**config.mk**
```make
export PLATFORM = sky130hd
export DESIGN_NAME = cfrs_sup_flat
export DESIGN_NICKNAME = d
export VERILOG_FILES = /design/src/cfrs_pkg.sv /design/src/cfrs_if.sv /design/src/cfrs_sup.sv /design/src/flat_wrapper.sv
export SDC_FILE = /design/constraint.sdc
export NUM_CORES = 1
export LEC_CHECK = 0
export BUFFER_PORTS_ARGS = -buffer_cell sky130_fd_sc_hd__buf_2
export CELL_PAD_IN_SITES_DETAIL_PLACEMENT = 1
export CELL_PAD_IN_SITES_GLOBAL_PLACEMENT = 2
export CORE_ASPECT_RATIO = 0.7
export CORE_MARGIN = 1.5
export CORE_UTILIZATION = 31
export DETAILED_ROUTE_END_ITERATION = 10
export GPL_TIMING_DRIVEN = 0
export HOLD_SLACK_MARGIN = 0.02
export PLACE_DENSITY = 0.87
export SLEW_MARGIN = 40
export SYNTH_ARGS = -nofsm -noshare
export SYNTH_HDL_FRONTEND = slang
export SYNTH_SLANG_ARGS = --single-unit
```
**constraint.sdc**
```tcl
create_clock -name CLOCK_I -period 3.36 [get_ports CLOCK_I]
set_clock_uncertainty 0.1 [all_clocks]
set_input_delay 0.672 -clock CLOCK_I [delete_from_list [all_inputs] [get_ports CLOCK_I]]
set_output_delay 0.672 -clock CLOCK_I [all_outputs]
set_load 0.005 [all_outputs]
```
**src/cfrs_pkg.sv**
```systemverilog
// cfrs_pkg: constants and types shared by both ends of the core-first reset sequence.
// assumes a single 125 MHz clock at both ends.
package cfrs_pkg;

	// ------------------------------------------------------------
	// clock and timing
	// ------------------------------------------------------------
	localparam int CLK_PERIOD_PS     = 8000;
	localparam int STAB_HOLD_US      = 100;
	localparam int STAB_HOLD_CYC     = (STAB_HOLD_US * 1000000 + CLK_PERIOD_PS - 1) / CLK_PERIOD_PS;
	localparam int REF_PERIODS_INIT  = 500;
	localparam int REF_PERIOD_MAX_PS = 33330;
	localparam int INIT_WAIT_CYC     =
		(REF_PERIODS_INIT * REF_PERIOD_MAX_PS + CLK_PERIOD_PS - 1) / CLK_PERIOD_PS;
	localparam int FULL_LOW_EDGES    = 24;
	localparam int CFG_SETUP_EDGES   = 12;
	localparam int CFG_HOLD_EDGES    = 12;
	localparam int STAT_MIN_CYC      = 10000;
	localparam int STAT_MAX_CYC      = 50000;
	localparam int CNT_W             = 24;
	localparam int CFG_W             = 16;

	// ------------------------------------------------------------
	// device states
	// ------------------------------------------------------------
	typedef enum logic [3:0]
	{
		CFRS_D_POR  = 4'b0001,
		CFRS_D_HOLD = 4'b0010,
		CFRS_D_SCAN = 4'b0100,
		CFRS_D_DONE = 4'b1000
	} cfrs_dev_st_t;

	// ------------------------------------------------------------
	// supervisor states
	// ------------------------------------------------------------
	typedef enum logic [7:0]
	{
		CFRS_S_OFF   = 8'b0000_0001,
		CFRS_S_CORE  = 8'b0000_0010,
		CFRS_S_IO    = 8'b0000_0100,
		CFRS_S_STAB  = 8'b0000_1000,
		CFRS_S_INIT  = 8'b0001_0000,
		CFRS_S_FULL  = 8'b0010_0000,
		CFRS_S_HOLD  = 8'b0100_0000,
		CFRS_S_RUN   = 8'b1000_0000
	} cfrs_sup_st_t;

	// saturating counter step, used by both ends
	function automatic logic [CNT_W-1:0] cfrs_inc(input logic [CNT_W-1:0] v);
		cfrs_inc = (v == {CNT_W{1'b1}}) ? v : v + 24'h00_0001;
	endfunction

endpackage

```
**src/cfrs_if.sv**
```systemverilog
// cfrs_if: board-level reset and supply pins between supervisor and device.
// assumes both ends share the testbench clock; pins are plain levels.
`timescale 1ns/1ns
interface cfrs_if;
	import cfrs_pkg::*;
	logic             core_supply_ok;
	logic             memory_array_supply_ok;
	logic             io_supply_1v8_ok;
	logic             io_supply_1v5_en;
	logic             pll_reference_clock_run;
	logic             memory_reference_clock_run;
	logic             por_n;
	logic             full_reset_in_n;
	logic             warm_reset_n;
	logic [CFG_W-1:0] boot_cfg;
	logic             reset_status_out;

	modport sup
	(
		output core_supply_ok, memory_array_supply_ok, io_supply_1v8_ok, io_supply_1v5_en,
		output pll_reference_clock_run, memory_reference_clock_run,
		output por_n, full_reset_in_n, warm_reset_n, boot_cfg,
		input  reset_status_out
	);
	modport dev
	(
		input  core_supply_ok, memory_array_supply_ok, io_supply_1v8_ok, io_supply_1v5_en,
		input  pll_reference_clock_run, memory_reference_clock_run,
		input  por_n, full_reset_in_n, warm_reset_n, boot_cfg,
		output reset_status_out
	);
endinterface

```
**src/cfrs_sup.sv**
```systemverilog
// cfrs_sup: board supervisor, sequences rails, clocks, resets and boot straps.
// assumes the device end answers on reset_status_out; all link inputs are
// synchronised here.
// limitation: straps are taken from BOOT_CFG_I once, as por rises; a later
// change waits for the next sequence after reset.
// a missing status only raises TIMEOUT_O; the sequence is not retried.
//
// Notes on behaviour
// - por held low through supply stabilisation
// - por low 100 us after supplies stable
// - 500 slow reference periods before por rises
// - reference clock runs before por release
// - full reset low 24 edges after por
// - full reset low time may be extended
// - por released before full reset released
// - device latches boot bits on full rise
// - boot bits valid 12 edges before rise
// - boot bits held 12 edges after rise
// - full rise starts device fuse scan
// - status high 10000 to 50000 cycles later
// - status low while 1v8 supply absent
// - warm reset high before por rises
// - reference clocks start after core supply
// - 1v5 supply only after 1v8 valid
// - short gaps between rail steps
`timescale 1ns/1ns
module cfrs_sup
	import cfrs_pkg::*;
(
	// clock and reset
	input  wire logic             CLOCK_I,
	input  wire logic             NRST_I,
	// user control
	input  wire logic             START_I,
	input  wire logic [CNT_W-1:0] EXTRA_HOLD_I,
	input  wire logic [CFG_W-1:0] BOOT_CFG_I,
	// status
	output logic                  DEVICE_READY_O,
	output logic                  TIMEOUT_O,
	// link
	cfrs_if.sup                   link
);
	// ------------------------------------------------------------
	// state
	// ------------------------------------------------------------
	typedef struct packed
	{
		cfrs_sup_st_t     st;
		logic [CNT_W-1:0] cnt;
		logic [1:0]       stat_sync;
		logic             core_ok;
		logic             io18_ok;
		logic             io15_en;
		logic             clk_run;
		logic             por_n;
		logic             full_n;
		logic             warm_n;
		logic [CFG_W-1:0] cfg;
		logic             ready;
		logic             timeout;
	} cfrs_sup_s_t;

	cfrs_sup_s_t s_q;
	cfrs_sup_s_t s_d;

	// ------------------------------------------------------------
	// helpers
	// ------------------------------------------------------------
	// true once a phase counter has covered the wanted number of cycles;
	// one rising edge per cycle; stab and init last exactly their minimum, full and hold one cycle past their limit
	function automatic logic reached(input logic [CNT_W-1:0] cnt,
		input logic [CNT_W-1:0] lim);
		reached = (cnt >= lim);
	endfunction

	// full reset low time: the fixed minimum plus whatever the user asks for
	logic [CNT_W-1:0] full_lim;

	assign full_lim = CNT_W'(FULL_LOW_EDGES + CFG_SETUP_EDGES) + EXTRA_HOLD_I;

	// ------------------------------------------------------------
	// sequencer
	// ------------------------------------------------------------
	always_comb
	begin
		s_d           = s_q;
		s_d.stat_sync = {s_q.stat_sync[0], link.reset_status_out};
		s_d.cnt       = cfrs_inc(s_q.cnt);
		unique case (s_q.st)
			CFRS_S_OFF:
			begin
				// START_I counts only here; it is ignored until the next reset
				if (START_I)
				begin
					s_d.core_ok = 1'b1;
					s_d.st      = CFRS_S_CORE;
					s_d.cnt     = '0;
				end
			end
			CFRS_S_CORE:
			begin
				// clocks only once core rail is valid
				s_d.clk_run = 1'b1;
				s_d.io18_ok = 1'b1;
				s_d.st      = CFRS_S_IO;
			end
			CFRS_S_IO:
			begin
				// 1v5 one cycle after 1v8, far inside any gap limit
				s_d.io15_en = 1'b1;
				s_d.warm_n  = 1'b1;
				s_d.st      = CFRS_S_STAB;
				s_d.cnt     = '0;
			end
			CFRS_S_STAB:
			begin
				// all rails are up here; por stays low for the hold
				if (reached(s_q.cnt, CNT_W'(STAB_HOLD_CYC - 1)))
				begin
					s_d.st  = CFRS_S_INIT;
					s_d.cnt = '0;
				end
			end
			CFRS_S_INIT:
			begin
				// por still low; clock already running
				if (reached(s_q.cnt, CNT_W'(INIT_WAIT_CYC - 1)) && s_q.clk_run)
				begin
					// straps taken once, so a late change of BOOT_CFG_I cannot
					// break the setup window before full reset rises
					s_d.cfg   = BOOT_CFG_I;
					s_d.por_n = 1'b1;
					s_d.st    = CFRS_S_FULL;
					s_d.cnt   = '0;
				end
			end
			CFRS_S_FULL:
			begin
				// straps already stand on the pins; the low time covers
				// both the reset minimum and their setup window
				if (reached(s_q.cnt, full_lim))
				begin
					s_d.full_n = 1'b1;
					s_d.st     = CFRS_S_HOLD;
					s_d.cnt    = '0;
				end
			end
			CFRS_S_HOLD:
			begin
				// straps frozen past the hold window, then wait for status;
				// they stay frozen afterwards as well
				if (reached(s_q.cnt, CNT_W'(CFG_HOLD_EDGES)))
					s_d.st = CFRS_S_RUN;
			end
			CFRS_S_RUN:
			begin
				// status arrives through two flops; a missing status is
				// reported, not retried
				if (s_q.stat_sync[1])
					s_d.ready = 1'b1;
				else if (s_q.cnt > CNT_W'(STAT_MAX_CYC + 4))
					s_d.timeout = 1'b1;
			end
		endcase
		// every pin low in reset: rails off, clocks stopped, resets asserted
		if (!NRST_I)
		begin
			s_d.st        = CFRS_S_OFF;
			s_d.cnt       = '0;
			s_d.stat_sync = '0;
			s_d.core_ok   = 1'b0;
			s_d.io18_ok   = 1'b0;
			s_d.io15_en   = 1'b0;
			s_d.clk_run   = 1'b0;
			s_d.por_n     = 1'b0;
			s_d.full_n    = 1'b0;
			s_d.warm_n    = 1'b0;
			s_d.cfg       = '0;
			s_d.ready     = 1'b0;
			s_d.timeout   = 1'b0;
		end
	end

	// ------------------------------------------------------------
	// registers
	// ------------------------------------------------------------
	always_ff @(posedge CLOCK_I)
		s_q <= s_d;

	// ------------------------------------------------------------
	// outputs
	// ------------------------------------------------------------
	// memory rail and memory clock track the core rail and the pll clock
	assign link.core_supply_ok             = s_q.core_ok;
	assign link.memory_array_supply_ok     = s_q.core_ok;
	assign link.io_supply_1v8_ok           = s_q.io18_ok;
	assign link.io_supply_1v5_en           = s_q.io15_en;
	assign link.pll_reference_clock_run    = s_q.clk_run;
	assign link.memory_reference_clock_run = s_q.clk_run;
	assign link.por_n                      = s_q.por_n;
	assign link.full_reset_in_n            = s_q.full_n;
	assign link.warm_reset_n               = s_q.warm_n;
	assign link.boot_cfg                   = s_q.cfg;
	assign DEVICE_READY_O                  = s_q.ready;
	assign TIMEOUT_O                       = s_q.timeout;

endmodule // cfrs_sup

```
**src/flat_wrapper.sv**
```systemverilog
// flat-port wrapper written by rule: the top's interface ports become plain ports
module cfrs_sup_flat import cfrs_pkg::*;
  (CLOCK_I, NRST_I, START_I, EXTRA_HOLD_I, BOOT_CFG_I, DEVICE_READY_O, TIMEOUT_O, link_core_supply_ok, link_memory_array_supply_ok, link_io_supply_1v8_ok, link_io_supply_1v5_en, link_pll_reference_clock_run, link_memory_reference_clock_run, link_por_n, link_full_reset_in_n, link_warm_reset_n, link_boot_cfg, link_reset_status_out);
  cfrs_if link_i ();
  input  wire logic CLOCK_I;
  input  wire logic NRST_I;
  input  wire logic START_I;
  input  wire logic [CNT_W-1:0] EXTRA_HOLD_I;
  input  wire logic [CFG_W-1:0] BOOT_CFG_I;
  output logic DEVICE_READY_O;
  output logic TIMEOUT_O;
  output wire logic [$bits(link_i.core_supply_ok)-1:0] link_core_supply_ok;
  output wire logic [$bits(link_i.memory_array_supply_ok)-1:0] link_memory_array_supply_ok;
  output wire logic [$bits(link_i.io_supply_1v8_ok)-1:0] link_io_supply_1v8_ok;
  output wire logic [$bits(link_i.io_supply_1v5_en)-1:0] link_io_supply_1v5_en;
  output wire logic [$bits(link_i.pll_reference_clock_run)-1:0] link_pll_reference_clock_run;
  output wire logic [$bits(link_i.memory_reference_clock_run)-1:0] link_memory_reference_clock_run;
  output wire logic [$bits(link_i.por_n)-1:0] link_por_n;
  output wire logic [$bits(link_i.full_reset_in_n)-1:0] link_full_reset_in_n;
  output wire logic [$bits(link_i.warm_reset_n)-1:0] link_warm_reset_n;
  output wire logic [$bits(link_i.boot_cfg)-1:0] link_boot_cfg;
  input wire logic [$bits(link_i.reset_status_out)-1:0] link_reset_status_out;
  assign link_core_supply_ok = link_i.core_supply_ok;
  assign link_memory_array_supply_ok = link_i.memory_array_supply_ok;
  assign link_io_supply_1v8_ok = link_i.io_supply_1v8_ok;
  assign link_io_supply_1v5_en = link_i.io_supply_1v5_en;
  assign link_pll_reference_clock_run = link_i.pll_reference_clock_run;
  assign link_memory_reference_clock_run = link_i.memory_reference_clock_run;
  assign link_por_n = link_i.por_n;
  assign link_full_reset_in_n = link_i.full_reset_in_n;
  assign link_warm_reset_n = link_i.warm_reset_n;
  assign link_boot_cfg = link_i.boot_cfg;
  assign link_i.reset_status_out = link_reset_status_out;
  cfrs_sup u_core (.CLOCK_I(CLOCK_I), .NRST_I(NRST_I), .START_I(START_I), .EXTRA_HOLD_I(EXTRA_HOLD_I), .BOOT_CFG_I(BOOT_CFG_I), .DEVICE_READY_O(DEVICE_READY_O), .TIMEOUT_O(TIMEOUT_O), .link(link_i));
endmodule
```
==> results.cfg <==
[timing]
setup_violations = 3
hold_viol = 0
max_freq_mhz = 297
maxSlewHeadroom = 0.418
tightest_slew_ns = 0.872
report.final.slew_viol_count = 0
fin_crit_sh = 1.00
rsz0062_at_grt = true
fin_ws_ns = -0.00775
hold_ws_ns = 0.337
min_period_ns = 3.37

[worst_setup_path]
r2r_cells = 8
r2r_start = u_core.s_q[29]
crit_start = EXTRA_HOLD_I[2]
critPathCaptureType = register
critical_path_class = input pin to register
startpoint_type = input pin
path_max_fanout = 5
worstReg2RegEnd = u_core.s_q[36]
endpoint = u_core.s_q[34]
critPathRequiredTime_ns = 3.44
ff2ff_setup_slack_ns = 0.69
worst_ep_arrival_time_ns = 3.45

[die]
fp.dieH_um = 97.1
die-area_um2 = 13300
initial_core_util = 0.317
row_count = 34
core_um2 = 12400
io_pins = 71
die_w_um = 137

[route]
viasPerCell = 5.18
first_iter_violations = 217
antenna_left = 0
vias = 3685
drc = 0
routedWlPerCell_um = 16.7
first_pass_iters = 4
routed_wirelength_mm = 11.9

[cts]
htree_levels = 3
numCtsBuffers = 9
tritoncts = done
clockBufferDepth = 2
insertion_delay_ns = 0.33
clockRootBuffer = clkbuf_16
clock-sinks = 57
cts.clk_slew.worst_paths_ns = 0.05
hold_buffers = 0

[worst_hold_path]
hp-class = register to register

[finish]
area_growth_pct = 29.7
drive_above_1_share = 0.322
diodes = 0
seqCellArea_um2 = 1140
final_nets = 616
fillCellCount = 1457
multi_input_area_um2 = 2580
fin_area_um2 = 5090
final_util = 0.411

[power_and_ir_drop]
pwr-share-comb = 0.204
power_density_nw_per_um2 = 393
p_sw_w = 0.000544
p_sw_frac = 0.272
seqPwrFrac = 0.359
clkPwrFrac = 0.437
power.leakage_nw = 2.20
vdd_ir_drop_max_uv = 225
p_int_w = 0.00146

[global_routing]
grt_max_degree = 11
gr-total-overflow = 0
grt_pass1_wl_mm = 19.6
antenna_found_initial = 0
grt_use_total = 0.186
first_global_vias = 3924

[place]
io_buffers = 70
place_ws_ns = -1.15
hpwl_mm = 8.91
gp_congestion = 0.807
place_area_um2 = 4480

[yosys]
syn_nets = 520
synth_seq_cells = 57
ys_types = 59
synth_ff_type = dfxtp_1
synth-edff-count = 0
syn-cell-area_um2 = 3920
syn-mean-instance-area_um2 = 8.74
ys_seq_area_frac = 0.291
synthArstFlopShare = 0
synth_warnings = 0
netlist_instances = 449

[run]
cap_viol_max_count = 0

[run_status]
outcome = complete, but fails checks
violations = setup timing
==> worst max-delay path: stages <==
cell       delay (ns)
buf_4            0.13
ha_4             0.15
a21oi_2          0.07
nor2_2           0.16
buf_6            0.13
and4_4           0.22
nand4_1          0.11
xor2_1           0.15
ha_1             0.30
nand4_1          0.16
nor3_4           0.34
nand2_1          0.09
and4bb_4         0.22
a21oi_4          0.22
buf_12           0.15
clkbuf_16        0.14
nor3_2           0.04
==> state kept, by name, summed over array words and instances (netlist names) <==
name / count
u_core.s_q: 34
u_core.link.boot_cfg: 16
u_core.DEVICE_READY_O: 1
u_core.TIMEOUT_O: 1
u_core.link.core_supply_ok: 1
u_core.link.full_reset_in_n: 1
u_core.link.io_supply_1v5_en: 1
u_core.link.io_supply_1v8_ok: 1
u_core.link.por_n: 1
==> layout by cell type (no fill, tap or decap), drive strengths merged, types with 9 or more instances in the layout <==
cell | netlist | routed
buf | 30 | 113
clkbuf | 7 | 20
xnor2 | 24 | 24
a31oi | 9 | 9
nand4 | 22 | 22
inv | 15 | 15
mux2i | 18 | 18
ha | 27 | 27
nand3 | 19 | 19
nand2 | 23 | 23
dfxtp | 57 | 57
nor3 | 30 | 30
o21ai | 14 | 14
a21oi | 20 | 20
xor2 | 16 | 16
nor2 | 48 | 48
==> synth_stat cells, drive strengths merged, types with 16 or more instances <==
master,number,area share
a21oi,20,0.028
buf,30,0.060
dfxtp,57,0.29
ha,27,0.086
mux2i,18,0.046
nand2,23,0.022
nand3,19,0.024
nand4,22,0.037
nor2,48,0.046
nor3,30,0.068
xnor2,24,0.054
xor2,16,0.036
==> through the flow <==
step	total power (W)	TNS, ns	std cells
after floorplan	0.000920	0	449
after global placement	0.00101	-31.12	681
after detailed placement	0.00103	-33.78	681
after CTS	0.00199	0	709
after global routing	0.00208	-4.51	711
final	0.00200	-0.0164	711
==> cell families after synthesis <==
group / after synthesis / synth area share
mux: 18 / 0.0459
fa+ha+maj: 27 / 0.0861
compound gates: 65 / 0.113
xor+xnor: 40 / 0.0893
simple gates: 190 / 0.294
buf+inv: 52 / 0.0807
flops: 57 / 0.291
==> power by group through the flow <==
stage               Combinational, W  Sequential (W)  Clock (W)
CTS                         0.000379        0.000717   0.000898
detailed placement          0.000298        0.000731          0
global route                0.000441        0.000720   0.000924
global placement            0.000282        0.000730          0
floorplan                   0.000196        0.000724          0
finish                      0.000409        0.000718   0.000874
==> metal layers <==
layer	vias to the layer above	track usage	part of all wire
li1	1799	-	-
met1	1808	0.254	0.49
met2	71	0.300	0.47
met3	7	0.0391	0.035
met4	0	0.0453	0.0051
met5	-	0	0
==> final cells by class <==
class,count,area share
Buffer,37,0.0536
Clock buffer,11,0.0457
Clock inverter,4,0.00885
Inverter,15,0.0111
Multi-Input combinational cell,340,0.507
Sequential cell,57,0.224
Tap cell,162,0.0398
Timing Repair Buffer,85,0.110
==> worst min path at each step <==
stage	startpoint	endpoint	slack [ns]	cells past startpoint
finish	u_core.s_q[25]	u_core.s_q[26]	0.34	1
global route	u_core.s_q[25]	u_core.s_q[26]	0.34	1
CTS	u_core.s_q[25]	u_core.s_q[26]	0.34	1
detailed placement	u_core.s_q[25]	u_core.s_q[26]	0.33	1
global placement	u_core.s_q[25]	u_core.s_q[26]	0.32	1
floorplan	u_core.s_q[25]	u_core.s_q[26]	0.31	1
==> what timing repair did <==
action,4_1_cts,5_1_grt
setup endpoints to repair,32,30
pin swaps,20,9
gates cloned,1,1
buffers inserted,13,1
resized for setup,26,14
Note: power is estimated with default switching activity, not from simulation.
